File: src/verilog/cbcs_defines.vh
// Constants for the bus cycle status, lock and ready block
`ifndef CBCS_DEFINES_VH
`define CBCS_DEFINES_VH

// ****************************************
// Cycle requests from the core
// ****************************************
`define CBCS_TYPE_W 3
`define CBCS_TYPE_INTACK 3'h0
`define CBCS_TYPE_HALT 3'h1
`define CBCS_TYPE_SHUTDOWN 3'h2
`define CBCS_TYPE_MEM_RD 3'h3
`define CBCS_TYPE_MEM_WR 3'h4
`define CBCS_TYPE_IO_RD 3'h5
`define CBCS_TYPE_IO_WR 3'h6
`define CBCS_TYPE_FETCH 3'h7

// ****************************************
// Pin codes {code_intack, mem_io, status_hi, status_lo}
// ****************************************
`define CBCS_CODE_W 4
`define CBCS_CODE_INTACK 4'h0
`define CBCS_CODE_HALT_SHUT 4'h4
`define CBCS_CODE_MEM_RD 4'h5
`define CBCS_CODE_MEM_WR 4'h6
`define CBCS_CODE_IO_RD 4'h9
`define CBCS_CODE_IO_WR 4'hA
`define CBCS_CODE_FETCH 4'hD
`define CBCS_CODE_IDLE 4'hF

// ****************************************
// Reset values, pin positions, keeper mask and float length
// ****************************************
`define CBCS_STATUS_IDLE 2'h3
`define CBCS_LOCK_OFF 1'h1
`define CBCS_PIN_MEM_IO 0
`define CBCS_PIN_CODE 1
`define CBCS_PIN_LOCK 2
`define CBCS_KEEP_MASK 3'h4
`define CBCS_FLOAT_CYCLES 1

`endif

File: src/verilog/cbcs_top.v
// Bus cycle status, lock, ready and hold control
`include "cbcs_defines.vh"

module cbcs_top (
    input wire ref_clk, // System clock, 125 MHz
    input wire arst_n, // Asynchronous reset, low active
    input wire req_valid, // Core asks for a bus cycle
    input wire [`CBCS_TYPE_W-1:0] req_type, // Cycle type
    input wire req_addr_bit1, // Address bit one for cycles other than halt and shutdown
    input wire req_lock_prefix, // Instruction has lock prefix
    input wire req_exchange, // Memory exchange instruction cycle
    input wire req_desc, // Descriptor table access
    input wire req_lock_more, // More locked cycles follow
    output wire req_ready, // Request taken when valid and ready
    output reg cyc_done, // Cycle ended by ready
    input wire ready_n, // Bus ready, low active
    input wire hold_req, // Bus hold request
    output reg hold_grant, // Bus hold granted, never floats
    output wire mem_io_sel_o, // Memory/IO select level
    output wire mem_io_sel_oe, // Memory/IO select enable
    output wire mem_io_sel_keep, // Memory/IO select weak level
    output wire code_intack_select_o, // Code/intack select level
    output wire code_intack_select_oe, // Code/intack select enable
    output wire code_intack_select_keep, // Code/intack select weak level
    output wire lock_n_o, // Bus lock level, low active
    output wire lock_n_oe, // Bus lock enable
    output wire lock_n_keep, // Bus lock weak level
    output reg cycle_status_hi_n, // Status line high, low active
    output reg cycle_status_lo_n, // Status line low, low active
    output reg addr_bit_one, // Address bit one
    output reg in_status // High during the status state
);

    // ****************************************
    // Reset release
    // ****************************************
    // Two flops so every flop leaves reset on one clean edge
    reg rst_meta_q;
    reg rst_n_q;
    always @(posedge ref_clk or negedge arst_n) begin
        if (!arst_n) begin
            rst_meta_q <= 1'h0;
            rst_n_q <= 1'h0;
        end else begin
            rst_meta_q <= 1'h1;
            rst_n_q <= rst_meta_q;
        end
    end

    // ****************************************
    // States
    // ****************************************
    localparam [5:0] ST_IDLE = 6'h01;
    localparam [5:0] ST_STATUS = 6'h02;
    localparam [5:0] ST_CMD = 6'h04;
    localparam [5:0] ST_FLOAT = 6'h08;
    localparam [5:0] ST_GRANT = 6'h10;
    localparam [5:0] ST_TAKE = 6'h20;

    reg [5:0] state_q;
    reg [5:0] state_d;
    reg [`CBCS_CODE_W-1:0] code_d;
    reg mem_io_q;
    reg cod_q;
    reg lock_n_q;
    reg lock_n_d;
    reg more_q;
    reg addr1_d;
    reg [1:0] float_cnt_q;
    wire take;
    wire lock_req;
    wire drv_en;
    wire hold_take;
    wire cycle_end;
    wire float_start;
    wire lock_end;
    wire [31:0] float_load;

    assign take = req_valid && req_ready;

    // ****************************************
    // Bus events
    // ****************************************
    // Hold is taken only in idle and only with the lock free
    assign hold_take = (state_q == ST_IDLE) && hold_req && lock_n_q;
    // Ready matters only in the command state
    assign cycle_end = (state_q == ST_CMD) && !ready_n;
    assign float_start = (state_d == ST_FLOAT) && (state_q != ST_FLOAT);
    assign float_load = `CBCS_FLOAT_CYCLES - 1;
    // Lock drops with the last locked cycle
    assign lock_end = cycle_end && !more_q;

    // ****************************************
    // Cycle type encoding
    // ****************************************
    always @* begin
        code_d = `CBCS_CODE_IDLE;
        addr1_d = req_addr_bit1;
        case (req_type)
            `CBCS_TYPE_INTACK: begin
                code_d = `CBCS_CODE_INTACK;
            end
            `CBCS_TYPE_HALT: begin
                code_d = `CBCS_CODE_HALT_SHUT;
                addr1_d = 1'h1;
            end
            `CBCS_TYPE_SHUTDOWN: begin
                code_d = `CBCS_CODE_HALT_SHUT;
                addr1_d = 1'h0;
            end
            `CBCS_TYPE_MEM_RD: begin
                code_d = `CBCS_CODE_MEM_RD;
            end
            `CBCS_TYPE_MEM_WR: begin
                code_d = `CBCS_CODE_MEM_WR;
            end
            `CBCS_TYPE_IO_RD: begin
                code_d = `CBCS_CODE_IO_RD;
            end
            `CBCS_TYPE_IO_WR: begin
                code_d = `CBCS_CODE_IO_WR;
            end
            `CBCS_TYPE_FETCH: begin
                code_d = `CBCS_CODE_FETCH;
            end
            default: begin
                code_d = `CBCS_CODE_IDLE;
            end
        endcase
    end

    // Lock sources: prefix, exchange, intack, descriptor access
    assign lock_req = req_lock_prefix || req_exchange || req_desc ||
        (req_type == `CBCS_TYPE_INTACK);

    // ****************************************
    // Bus state machine
    // ****************************************
    // Requests only in idle, and not while a hold is taken with the lock free
    assign req_ready = (state_q == ST_IDLE) && !hold_take;

    // Idle: waits for a request or a hold
    // Status: cycle code on the pins for one cycle
    // Command: held until ready is sampled low
    // Float: drivers off before the grant rises
    // Grant: bus lent out until the request drops
    // Take: one cycle to win the bus back
    always @* begin
        state_d = state_q;
        case (state_q)
            ST_IDLE: begin
                if (take) begin
                    state_d = ST_STATUS;
                end else if (hold_take) begin
                    state_d = ST_FLOAT;
                end
            end
            ST_STATUS: begin
                state_d = ST_CMD;
            end
            ST_CMD: begin
                if (cycle_end) begin
                    state_d = ST_IDLE;
                end
            end
            ST_FLOAT: begin
                if (float_cnt_q == 2'h0) begin
                    state_d = ST_GRANT;
                end
            end
            ST_GRANT: begin
                if (!hold_req) begin
                    state_d = ST_TAKE;
                end
            end
            ST_TAKE: begin
                state_d = ST_IDLE;
            end
            default: begin
                state_d = ST_IDLE;
            end
        endcase
    end

    always @(posedge ref_clk or negedge rst_n_q) begin
        if (!rst_n_q) begin
            state_q <= ST_IDLE;
            float_cnt_q <= 2'h0;
        end else begin
            state_q <= state_d;
            if (float_start) begin
                float_cnt_q <= float_load[1:0];
            end else if (float_cnt_q != 2'h0) begin
                float_cnt_q <= float_cnt_q - 2'h1;
            end
        end
    end

    // ****************************************
    // Lock tracking
    // ****************************************
    // Lock held from a locked request until its last cycle ends
    always @* begin
        lock_n_d = lock_n_q;
        if (take) begin
            lock_n_d = lock_req ? 1'h0 : lock_n_q;
        end else if (lock_end) begin
            lock_n_d = `CBCS_LOCK_OFF;
        end
    end

    always @(posedge ref_clk or negedge rst_n_q) begin
        if (!rst_n_q) begin
            lock_n_q <= `CBCS_LOCK_OFF;
            more_q <= 1'h0;
        end else begin
            lock_n_q <= lock_n_d;
            if (take) begin
                more_q <= lock_req && req_lock_more;
            end
        end
    end

    // ****************************************
    // Select pins and address bit
    // ****************************************
    // Levels stand from the status state until the next request
    always @(posedge ref_clk or negedge rst_n_q) begin
        if (!rst_n_q) begin
            mem_io_q <= 1'h1;
            cod_q <= 1'h1;
            addr_bit_one <= 1'h0;
        end else if (take) begin
            mem_io_q <= code_d[2];
            cod_q <= code_d[3];
            addr_bit_one <= addr1_d;
        end
    end

    // ****************************************
    // Status lines
    // ****************************************
    // Status lines active only for the status state
    always @(posedge ref_clk or negedge rst_n_q) begin
        if (!rst_n_q) begin
            cycle_status_hi_n <= 1'h1;
            cycle_status_lo_n <= 1'h1;
            in_status <= 1'h0;
        end else begin
            cycle_status_hi_n <= take ? code_d[1] : 1'h1;
            cycle_status_lo_n <= take ? code_d[0] : 1'h1;
            in_status <= take;
        end
    end

    // ****************************************
    // Handshake outputs
    // ****************************************
    always @(posedge ref_clk or negedge rst_n_q) begin
        if (!rst_n_q) begin
            cyc_done <= 1'h0;
            hold_grant <= 1'h0;
        end else begin
            // Ready counts only in the command state, never in hold
            cyc_done <= cycle_end;
            hold_grant <= (state_d == ST_GRANT);
        end
    end

    // ****************************************
    // Floating pins
    // ****************************************
    // Drivers off from float start until hold ends
    assign drv_en = !(state_q == ST_FLOAT || state_q == ST_GRANT);

    wire [2:0] pin_val;
    wire [2:0] pin_o;
    wire [2:0] pin_oe;
    wire [2:0] pin_keep;

    assign pin_val[`CBCS_PIN_MEM_IO] = mem_io_q;
    assign pin_val[`CBCS_PIN_CODE] = cod_q;
    assign pin_val[`CBCS_PIN_LOCK] = lock_n_q;

    cbcs_keeper #(
        .N(3),
        .KEEP_ONE(`CBCS_KEEP_MASK)
    ) u_keeper (
        .clk(ref_clk),
        .rst_n(rst_n_q),
        .drv_val(pin_val),
        .drv_en(drv_en),
        .pin_o(pin_o),
        .pin_oe(pin_oe),
        .keep_o(pin_keep)
    );

    assign mem_io_sel_o = pin_o[`CBCS_PIN_MEM_IO];
    assign mem_io_sel_oe = pin_oe[`CBCS_PIN_MEM_IO];
    assign mem_io_sel_keep = pin_keep[`CBCS_PIN_MEM_IO];
    assign code_intack_select_o = pin_o[`CBCS_PIN_CODE];
    assign code_intack_select_oe = pin_oe[`CBCS_PIN_CODE];
    assign code_intack_select_keep = pin_keep[`CBCS_PIN_CODE];
    assign lock_n_o = pin_o[`CBCS_PIN_LOCK];
    assign lock_n_oe = pin_oe[`CBCS_PIN_LOCK];
    assign lock_n_keep = pin_keep[`CBCS_PIN_LOCK];

endmodule // cbcs_top

File: src/verilog/cbcs_keeper.v
// Float control with weak keeper for the floating bus pins
module cbcs_keeper #(
    parameter N = 3,
    parameter [N-1:0] KEEP_ONE = 3'h4
) (
    input wire clk, // System clock
    input wire rst_n, // Synchronised reset, low active
    input wire [N-1:0] drv_val, // Level to drive
    input wire drv_en, // Drivers on
    output wire [N-1:0] pin_o, // Pin output levels
    output wire [N-1:0] pin_oe, // Pin output enables
    output wire [N-1:0] keep_o // Weakly kept level while floating
);
    genvar i;
    generate
        for (i = 0; i < N; i = i + 1) begin : g_pin
            reg last_q;
            // Remember last driven level
            always @(posedge clk or negedge rst_n) begin
                if (!rst_n) begin
                    last_q <= 1'h1;
                end else if (drv_en) begin
                    last_q <= drv_val[i];
                end
            end
            assign pin_o[i] = drv_val[i];
            assign pin_oe[i] = drv_en;
            if (KEEP_ONE[i]) begin : g_one
                assign keep_o[i] = 1'h1;
            end else begin : g_last
                assign keep_o[i] = last_q;
            end
        end
    endgenerate
endmodule // cbcs_keeper

File: config.mk
export PLATFORM = sky130hd
export DESIGN_NAME = cbcs_top
export DESIGN_NICKNAME = d
export VERILOG_FILES = /design/src/verilog/cbcs_top.v /design/src/verilog/cbcs_keeper.v
export VERILOG_INCLUDE_DIRS = /design/src /design/src/verilog
export SDC_FILE = /design/constraint.sdc
export NUM_CORES = 1
export LEC_CHECK = 0
export BUFFER_PORTS_ARGS = -buffer_cell sky130_fd_sc_hd__clkbuf_2
export CAP_MARGIN = 5
export CORE_MARGIN = 2
export CORE_UTILIZATION = 50
export DETAILED_ROUTE_END_ITERATION = 6
export PLACE_DENSITY = 0.77
export SYNTH_ARGS = -nofsm -noshare
export SYNTH_HDL_FRONTEND = slang
export SYNTH_SLANG_ARGS = --single-unit
File: constraint.sdc
create_clock -name ref_clk -period 2.6 [get_ports ref_clk]
set_input_delay 0.26 -clock ref_clk [delete_from_list [all_inputs] [get_ports ref_clk]]
set_output_delay 0.26 -clock ref_clk [all_outputs]
set_load 0.05 [all_outputs]
==> results of run 1 <==
## state kept, by name (all words and copies together) (netlist names)
register               cells
hold_grant                 1
cycle_status_lo_n          1
mem_io_q                   1
float_cnt_q                2
rst_n_q                    1
u_keeper.g_pin.last_q      2
state_q                    6
cycle_status_hi_n          1
lock_n_q                   1
rst_meta_q                 1
more_q                     1
addr_bit_one               1
in_status                  1
cyc_done                   1
cod_q                      1
## metal layers
layer	share of wire, %	up-vias
met5	0	-
met4	0.90	0
met3	5.5	2
met2	52	26
met1	41	377
li1	-	384
## metrics by stage
step           util, %  std cells  hold slack (ns)  power (mW)
2_1_floorplan        -         93          -0.0356        1.15
3_3_place_gp      61.2        144           0.0479        1.29
3_5_place_dp      61.2        144           0.0461        1.31
4_1_cts           64.3        149            0.144        1.58
5_1_grt           64.3        149            0.133        1.65
6_report          64.3        149            0.158        1.56
## critical path, delay by kind of cell (launching register included)
| kind | cells | cell delay [ns] |
|---|---|---|
| buffers and inverters | 1 | 0.28 |
| flip-flops | 1 | 0.50 |
| AO/OA/AOI/OAI | 1 | 0.18 |
| AND/OR/NAND/NOR | 1 | 0.47 |
## power breakdown
| group | switching (mW) | total, mW | internal, mW |
|---|---|---|---|
| clock network | 0.100 | 0.256 | 0.156 |
| logic | 0.491 | 0.722 | 0.231 |
| registers | 0.0990 | 0.583 | 0.484 |
| total | 0.690 | 1.56 | 0.871 |
## cells by family (layout without fill, tap and decap cells)
| kind of cell | after synthesis | in the layout | share of synthesized area [%] |
|---|---|---|---|
| and+or+nand+nor | 30 | 30 | 20.5 |
| DFF | 22 | 22 | 52.2 |
| AOI/OAI and AO/OA | 17 | 17 | 11.2 |
| buffers and inverters | 12 | 41 | 5.24 |
| muxes | 7 | 7 | 7.80 |
| xor gates and xnor gates | 2 | 2 | 1.63 |
| adders and majority gates | 1 | 1 | 1.16 |
| other | 1 | 2 | 0.349 |
## placed cells by master (no fill, tap or decap), types with 2 or more instances in the layout
| cell | n |
|---|---|
| nor4_1 | 2 |
| nor3_1 | 2 |
| nor2b_1 | 3 |
| nor4_4 | 2 |
| and3b_1 | 2 |
| mux2_2 | 3 |
| nand2_1 | 3 |
| dfrtp_1 | 14 |
| conb_1 | 2 |
| dfstp_2 | 8 |
| xor2_1 | 2 |
| and2b_1 | 2 |
| clkbuf_4 | 3 |
| inv_1 | 8 |
| mux2i_1 | 2 |
| nor2_1 | 6 |
| a21oi_1 | 2 |
| clkbuf_2 | 27 |
| o21ai_0 | 5 |
| mux2_4 | 2 |
## cell type report
type                    instances  area (um2)  area share (%)
clock buffers                   3        22.5            1.75
clock inverters                 1        30.0            2.33
inverters                       9        33.8            2.62
multi-input cells              59         462            35.9
flip-flops and latches         22         561            43.5
well taps                      27        33.8            2.62
repair buffers                 28         145            11.3
## final timing paths
path,from,end
setup / recovery,state_q[2],code_intack_select_oe
hold / removal,hold_req,state_q[5]
setup reg to reg,state_q[0],addr_bit_one
hold reg to reg,rst_n_q,float_cnt_q[1]
max in group asynchronous,rst_n_q,cyc_done
min in group asynchronous,arst_n,rst_meta_q
==> reports/qor.txt, run 1 <==
Outcome = finished clean
Global-route wire length before repair = 3.71 mm
Post-synth EDFFs = 0
Nets = 137
Full die area = 0.00254 mm2
Period utilization = 76.3%
Flop2flop setup slack = 0.92 ns
Total CTS buffers = 3
Synth-to-layout area growth = 19.8%
Worst Reg-to-Reg Cells = 4
Final Setup Violations = 0
Vias post-DR = 789
Slew @ Worst Pin = 0.774 ns
CP max FO = 8
Layout cells sized above 1 = 43.4%
Unrepaired setup endpoints after global routing = no
Clk_lat worst skew = 0.30 ns
Cell accounting for the most synthesized area = dfrtp_1
Met3 Track Usage GR = 7.14%
Req. time, crit path = 2.34 ns
Critical Path Source Type = register
Overall Global Routing Usage = 19.8%
Clock slew at reported path FFs = 0.11 ns
Slew headroom = 48.4%
Wire per inst = 14.1 um
H-tree depth = 1
Post-Route Setup TNS = 0 ns
GR Layer Usage met1 = 22.0%
Yosys warning count = 0
Main synth FF type = dfrtp_1
Max-slew violations = 0
Slowest Stage Delay on Critical Path = 0.50 ns
Max-cap violations = 0
Power Dens Cells = 1210 mW/mm2
CTS resizes = 0
Post-Syn Area = 0.00107 mm2
Pre-CTS WS = 0.932 ns
Syn avg cell area = 11.7 um2
Row count = 16
DRT Pass-1 Iters = 4
Asr flop ratio synth = 100%
Synth top area share = 32.6%
VDD IR-drop max = 0.651 mV
IO Pins = 29
Largest net degree at the start of global routing = 21
Fmax = 0.504 GHz
Most frequent cell after synthesis = dfrtp_1
Antenna violations before repair = 0
Post-synthesis cell count = 92
Post-CTS Hold Fix Bufs = 1
Synth top area cells = dfrtp_1 (33%), dfstp_2 (20%), nor4_4 (4.0%)
Layout fillers = 179
Worst min path class = in2reg
Setup Skew = 0.00389 ns
Fin crit period = 1.98 ns
TritonCTS clock tree = built
CTS Buffer Depth = 2
Hold depth = 2
Synth cell types = 39
Gr ovfl total = 0
Most frequent cells after synthesis = dfrtp_1 (14), dfstp_2 (8), inv_1 (8)
Final Cell Area = 0.00129 mm2
Setup crit end kind = output port
Port Buf Inserts = 27
FF+latch count, synth = 22
Drt initial violations = 10
Setup ws final = 0.615 ns
Starting Density = 53.7%
Vias in the first global route = 840
Placer congestion estimate = 0.870
Drt total wl = 2.11 mm
Die height = 50.4 um
Vias per cell = 5.30
Ant. Diodes = 0
Most Used Layer, Global Route = met2
Register area share after synthesis = 52.2%
Antenna viol nets, final = 0
Crit-path cells = nor4_1, o21ai_2, clkbuf_2
Placed cell area = 0.00122 mm2
GR Layer Usage met2 = 34.9%
Clock Tree Root = clkbuf_4
Clock sink total = 22
Drc violations = 0
Final Hold Vio Count = 0
Postcts setup bufs = 0
Slowest CP cell = dfrtp_1
Core area = 0.00200 mm2
Leak pwr = 0.624 nW
Worst EP arrival = 1.72 ns
Critical path type = reg2out
Die Wd = 50.4 um
DP Wirelength = 1.63 mm
Note: power is estimated with default switching activity, not from simulation.
==> inputs of run 2 (changes only) <==
--- a/config.mk
+++ b/config.mk
@@ -9,9 +9,9 @@
 export BUFFER_PORTS_ARGS = -buffer_cell sky130_fd_sc_hd__clkbuf_2
 export CAP_MARGIN = 5
 export CORE_MARGIN = 2
-export CORE_UTILIZATION = 50
+export CORE_UTILIZATION = 45
 export DETAILED_ROUTE_END_ITERATION = 6
-export PLACE_DENSITY = 0.77
+export PLACE_DENSITY = 0.73
 export SYNTH_ARGS = -nofsm -noshare
 export SYNTH_HDL_FRONTEND = slang
 export SYNTH_SLANG_ARGS = --single-unit
==> constraint.sdc (replaced) <==
create_clock -name ref_clk -period 1.6 [get_ports ref_clk]
set_input_delay 0.16 -clock ref_clk [delete_from_list [all_inputs] [get_ports ref_clk]]
set_output_delay 0.16 -clock ref_clk [all_outputs]
set_load 0.05 [all_outputs]
==> reports/qor.txt, run 2 (synthesized netlist as in run 1, its figures left out) <==
Antenna viol nets, final = 0 (unchanged)
Finished Core Util = 67.1% (was 64.3%)
CP max FO = 5 (was 8)
CTS Buffer Depth = 2 (unchanged)
Period utilization = 101%
Clock Tree Root = clkbuf_4 (unchanged)
Req. time, crit path = 1.44 ns (was 2.34 ns)
Hold Crit Endpoint = state_q[5] (unchanged)
Worst flop-to-flop path startpoint = state_q[4] (was state_q[0])
Reg2reg end = addr_bit_one (unchanged)
Gr ovfl total = 0 (unchanged)
Drc violations = 0 (unchanged)
Worst min path class = in2reg (unchanged)
Hold depth = 2 (unchanged)
Commonest cells after routing, fill and taps aside = clkbuf_2 (23), buf_4 (11), dfrtp_1 (9) (was clkbuf_2 (27), dfrtp_1 (14), inv_1 (8), dfstp_2 (8), nor2_1 (6))
Outcome = finished with violations (was finished clean)
Slowest CP cell = dfrtp_2 (was dfrtp_1)
Clock slew at reported path FFs = 0.11 ns (about the same)
TritonCTS clock tree = built (unchanged)
Final Setup Violations = 5 (was 0)
Crit-path cells = nor4_4, and3_4, clkbuf_16 (was nor4_1, o21ai_2, clkbuf_2)
Row count = 17 (was 16)
Global-route wire length before repair = 3.75 mm (was 3.71 mm)
Worst Reg-to-Reg Cells = 5 (was 4)
Vias in the first global route = 853 (was 840)
Violated checks = negative setup slack
Overall Global Routing Usage = 18.4% (was 19.8%)
Min-delay src = hold_req (unchanged)
Vias per cell = 5.21 (was 5.30)
Slowest Stage Delay on Critical Path = 0.46 ns (was 0.50 ns)
Critical Path Source Type = register (unchanged)
Layout cells sized above 1 = 55.5% (was 43.4%)
Final Hold Vio Count = 0 (unchanged)
Max-slew violations = 0 (unchanged)
H-tree depth = 1 (unchanged)
Pre-CTS WS = 0.0844 ns (was 0.932 ns)
Antenna violations before repair = 0 (unchanged)
Largest net degree at the start of global routing = 13 (was 21)
DRT Pass-1 Iters = 4 (unchanged)
Most flop-heavy register = state_q (unchanged)
DP Wirelength = 1.57 mm (was 1.63 mm)
VDD IR-drop max = 1.21 mV (was 0.651 mV)
Drt total wl = 2.42 mm (was 2.11 mm)
Die height = 52.9 um (was 50.4 um)
Flop2flop setup slack = -0.02 ns (was 0.92 ns)
Synth-to-layout area growth = 39.5% (was 19.8%)
Critical path type = reg2out (unchanged)
Drt initial violations = 12 (was 10)
Total CTS buffers = 3 (unchanged)
Fmax = 0.616 GHz
Max reg flops = 6 (unchanged)
Placed cell area = 0.00129 mm2 (was 0.00122 mm2)
Full die area = 0.00280 mm2 (was 0.00254 mm2)
Worst EP arrival = 1.46 ns (was 1.72 ns)
IO Pins = 29 (unchanged)
Most common cell after layout, fill and taps aside = clkbuf_2 (unchanged)
Nets = 152 (was 137)
Leak pwr = 0.714 nW (was 0.624 nW)
Max-cap violations = 0 (unchanged)
Wire per inst = 14.7 um (was 14.1 um)
Placer congestion estimate = 0.792 (was 0.870)
Setup crit end kind = output port (unchanged)
Final Cell Area = 0.00150 mm2 (was 0.00129 mm2)
Ant. Diodes = 0 (unchanged)
Clk_lat worst skew = 0.29 ns (was 0.30 ns)
Die Wd = 52.9 um (was 50.4 um)
Vias post-DR = 860 (was 789)
Core area = 0.00223 mm2 (was 0.00200 mm2)
Starting Density = 48.1% (was 53.7%)
Setup ws final = -0.0229 ns (was 0.615 ns)
Hold_ws = 0.0615 ns (was 0.158 ns)
Top Registers = state_q (6), float_cnt_q (2), u_keeper.g_pin.last_q (2) (unchanged)
Unrepaired setup endpoints after global routing = yes (was no)
Power Dens Cells = 1900 mW/mm2 (was 1210 mW/mm2)
Clock sink total = 22 (unchanged)
Setup Skew = 0.000589 ns (was 0.00389 ns)
Fin crit period = 1.62 ns
Port Buf Inserts = 27 (unchanged)
run 2: cell type report:
cell class,count,area (um2)
repair buffers,43,319
clock buffers,4,26.3
inverters,9,36.3
flip-flops and latches,22,567
multi-input cells,59,515
fillers,180,734
well taps,28,35.0
run 2: critical path, delay by kind of cell, from the launching register on:
family,cells,cell delay (ns)
AND/OR/NAND/NOR,2,0.56
buffers and inverters,1,0.16
flip-flops,1,0.46
run 2: metal layers:
| metal | vias up | track usage, % | part of all wire [%] |
|---|---|---|---|
| li1 | 415 | - | - |
| met1 | 417 | 22.1 | 43 |
| met2 | 26 | 34.0 | 53 |
| met3 | 2 | 1.69 | 3.5 |
| met4 | 0 | 6.41 | 0.95 |
| met5 | - | 0 | 0 |
run 2: how the worst max path moves through the flow:
stage | startpoint | slack (ns) | cells after the start | to
after detailed placement | state_q[0] | 0.08 | 4 | addr_bit_one
after floorplan | state_q[0] | 0.05 | 4 | addr_bit_one
after CTS | state_q[0] | -0.03 | 4 | mem_io_sel_oe
after global routing | state_q[2] | -0.09 | 3 | code_intack_select_oe
after global placement | state_q[0] | 0.12 | 4 | addr_bit_one
final | state_q[4] | -0.02 | 3 | req_ready
run 2: repair_timing:
item | 4_1_cts | 5_1_grt
hold buffers | 1 | 0
pin swaps | 2 | 3
hold endpoints to repair | 2 | 0
buffers inserted | 7 | 1
gates resized for setup | 16 | 10
cloned | 0 | 0
endpoints found under the setup margin | 4 | 13
run 2: where the power goes:
| group | internal, mW | leakage, nW | switching (mW) |
|---|---|---|---|
| combinational | 0.699 | 0.439 | 0.954 |
| clock | 0.0968 | 0.0150 | 0.147 |
| sequential | 0.791 | 0.261 | 0.157 |
| total | 1.59 | 0.714 | 1.26 |
run 2: metrics by stage:
stage,setup TNS [ns],std cells,total power [mW]
finish,-0.106,165,2.84
CTS,-0.0841,164,2.72
detailed placement,0,152,2.22
global placement,0,152,2.20
global route,-0.577,165,2.98
floorplan,0,93,1.90
==> inputs of run 3 (changes only) <==
--- a/config.mk
+++ b/config.mk
@@ -6,6 +6,7 @@
 export SDC_FILE = /design/constraint.sdc
 export NUM_CORES = 1
 export LEC_CHECK = 0
+export ABC_AREA = 1
 export BUFFER_PORTS_ARGS = -buffer_cell sky130_fd_sc_hd__clkbuf_2
 export CAP_MARGIN = 5
 export CORE_MARGIN = 2
==> reports/qor.txt, run 3 <==
Post-synth EDFFs = 0 (unchanged)
Most flop-heavy register = state_q (unchanged)
Clock slew at reported path FFs = 0.12 ns (was 0.11 ns)
VDD IR-drop max = 1.65 mV (was 1.21 mV)
Placer congestion estimate = 0.814 (was 0.792)
Vias post-DR = 947 (was 860)
Flop2flop setup slack = 0.12 ns (was -0.02 ns)
Commonest cells after routing, fill and taps aside = nand2_1 (33), clkbuf_2 (23), inv_1 (16) (was clkbuf_2 (23), buf_4 (11), dfrtp_1 (9))
Layout Cells excl Fill = 196 (was 165)
Reg2reg end = state_q[3] (was addr_bit_one)
H-tree depth = 1 (unchanged)
Most frequent cells after synthesis = nand2_1 (33), inv_1 (18), dfrtp_1 (14), nor2_1 (14), dfstp_2 (8) (was dfrtp_1 (14), dfstp_2 (8), inv_1 (8))
FF+latch count, synth = 22 (unchanged)
CP max FO = 5 (unchanged)
Drt initial violations = 7 (was 12)
Setup crit end kind = output port (unchanged)
Unrepaired setup endpoints after global routing = yes (unchanged)
Outcome = finished clean (was finished with violations)
Tot Pwr = 3.19 mW (was 2.84 mW)
Cell accounting for the most synthesized area = dfrtp_1 (unchanged)
Setup ws final = 0.0139 ns (was -0.0229 ns)
Synth top area cells = dfrtp_1 (33%), dfstp_2 (20%), nand2_1 (12%) (was dfrtp_1 (33%), dfstp_2 (20%), nor4_4 (4.0%))
Largest net degree at the start of global routing = 21 (was 13)
Dpl cells = 176 (was 152)
Most frequent cell after synthesis = nand2_1 (was dfrtp_1)
Final Hold Vio Count = 0 (unchanged)
Max reg flops = 6 (unchanged)
Antenna viol nets, final = 0 (unchanged)
Placed cell area = 0.00122 mm2 (was 0.00129 mm2)
Drc violations = 0 (unchanged)
Full die area = 0.00275 mm2 (was 0.00280 mm2)
Min-delay src = hold_req (unchanged)
Global-route wire length before repair = 3.72 mm (was 3.75 mm)
Final Setup Violations = 0 (was 5)
Die height = 52.5 um (was 52.9 um)
Vias in the first global route = 899 (was 853)
Fin crit period = 1.59 ns (was 1.62 ns)
Antenna violations before repair = 0 (unchanged)
Leak pwr = 0.784 nW (was 0.714 nW)
Setup Skew = 0.00504 ns (was 0.000589 ns)
Clk_lat worst skew = 0.31 ns (was 0.29 ns)
Worst Reg-to-Reg Cells = 8 (was 5)
DP Wirelength = 1.54 mm (was 1.57 mm)
Synth cell types = 24 (was 39)
Critical Path Source Type = register (unchanged)
Asr flop ratio synth = 100% (unchanged)
Clock Tree Root = clkbuf_4 (unchanged)
Post-synthesis cell count = 122 (was 92)
Register area share after synthesis = 53.0% (was 52.2%)
Power Dens Cells = 2130 mW/mm2 (was 1900 mW/mm2)
Final Cell Area = 0.00150 mm2 (about the same)
Die Wd = 52.5 um (was 52.9 um)
Gr ovfl total = 0 (unchanged)
IO Pins = 29 (unchanged)
TritonCTS clock tree = built (unchanged)
Main synth FF type = dfrtp_1 (unchanged)
Clock sink total = 22 (unchanged)
Top Registers = state_q (6), float_cnt_q (2), u_keeper.g_pin.last_q (2) (unchanged)
Req. time, crit path = 1.44 ns (about the same)
Ant. Diodes = 0 (unchanged)
Fmax = 0.630 GHz (was 0.616 GHz)
Worst min path class = in2reg (unchanged)
Most common cell after layout, fill and taps aside = nand2_1 (was clkbuf_2)
Period utilization = 99.1% (was 101%)
Pre-CTS WS = 0.151 ns (was 0.0844 ns)
Critical path type = reg2out (unchanged)
DRT Pass-1 Iters = 4 (unchanged)
Vias per cell = 4.83 (was 5.21)
Max-slew violations = 0 (unchanged)
Wire per inst = 12.6 um (was 14.7 um)
Hold Crit Endpoint = state_q[5] (unchanged)
Synth top area share = 33.1% (was 32.6%)
Post-Syn Area = 0.00106 mm2 (was 0.00107 mm2)
Post-Route Setup TNS = 0 ns (was -0.106 ns)
Starting Density = 47.8% (was 48.1%)
Nets = 183 (was 152)
CTS Buffer Depth = 2 (unchanged)
Syn avg cell area = 8.67 um2 (was 11.7 um2)
Worst EP arrival = 1.43 ns (was 1.46 ns)
Layout cells sized above 1 = 44.0% (was 55.5%)
Yosys warning count = 0 (unchanged)
Row count = 17 (unchanged)
Core area = 0.00221 mm2 (was 0.00223 mm2)
Hold depth = 2 (unchanged)
Port Buf Inserts = 27 (unchanged)
Synth-to-layout area growth = 41.5% (was 39.5%)
Max-cap violations = 0 (unchanged)
Worst flop-to-flop path startpoint = state_q[0] (was state_q[4])
Overall Global Routing Usage = 18.2% (was 18.4%)
Total CTS buffers = 3 (unchanged)
Drt total wl = 2.47 mm (was 2.42 mm)
-- run 3: report_power, final --
| part | internal, mW | total [mW] | switching (mW) | leakage (nW) |
|---|---|---|---|---|
| combinational | 0.675 | 1.82 | 1.14 | 0.494 |
| sequential | 0.812 | 0.948 | 0.136 | 0.262 |
| clock | 0.253 | 0.422 | 0.169 | 0.0279 |
-- run 3: final cells by class --
cell class              count  area (um2)
repair buffers             44         318
multi-input cells          79         452
fillers                   183         716
clock buffers               3        22.5
flip-flops and latches     22         563
inverters                  19        76.3
clock inverters             1        30.0
well taps                  28        35.0
-- run 3: how the worst max path moves through the flow --
stage	start	end	slack (ns)	depth (start not counted)
floorplan	state_q[0]	addr_bit_one	0.11	7
global placement	state_q[0]	req_ready	0.18	5
detailed placement	state_q[0]	req_ready	0.15	5
CTS	state_q[0]	req_ready	-0.03	5
global route	state_q[3]	lock_n_oe	-0.05	6
finish	state_q[3]	lock_n_oe	0.01	6
-- run 3: per-stage QoR --
step	hold slack [ns]	util (%)
finish	0.0224	67.6
floorplan	-0.136	-
detailed placement	-0.0527	55.0
global placement	-0.0540	55.0
CTS	0.0134	64.4
global route	0.0109	67.6
-- run 3: cells by family after synthesis --
kind of cell / count (synthesis) / synth area share, %
simple gates: 64 / 30.2
compound gates: 12 / 6.39
buf+inv: 22 / 8.87
fa+ha+maj: 1 / 1.18
flops: 22 / 53.0
other cells: 1 / 0.355
-- run 3: metal layers --
| metal | track usage [%] | wire [um] | up-vias |
|---|---|---|---|
| li1 | - | - | 468 |
| met1 | 21.3 | 971 | 449 |
| met4 | 7.26 | 49 | 0 |
| met2 | 32.9 | 1340 | 24 |
| met5 | 0 | 0 | - |
| met3 | 2.86 | 101 | 6 |
-- run 3: what timing repair did --
action	CTS	global route
buffers inserted	9	6
setup endpoints to repair	4	4
hold buffers	1	0
pin swaps	6	6
gates resized for setup	16	11
endpoints found under the hold margin	2	0
-- run 3: critical path: stages (launching register included) --
cell and delay, ns:
dfrtp_1 0.45, inv_2 0.08, nor2_2 0.13, nand3_2 0.12, nand2_4 0.13, inv_6 0.05, buf_8 0.14
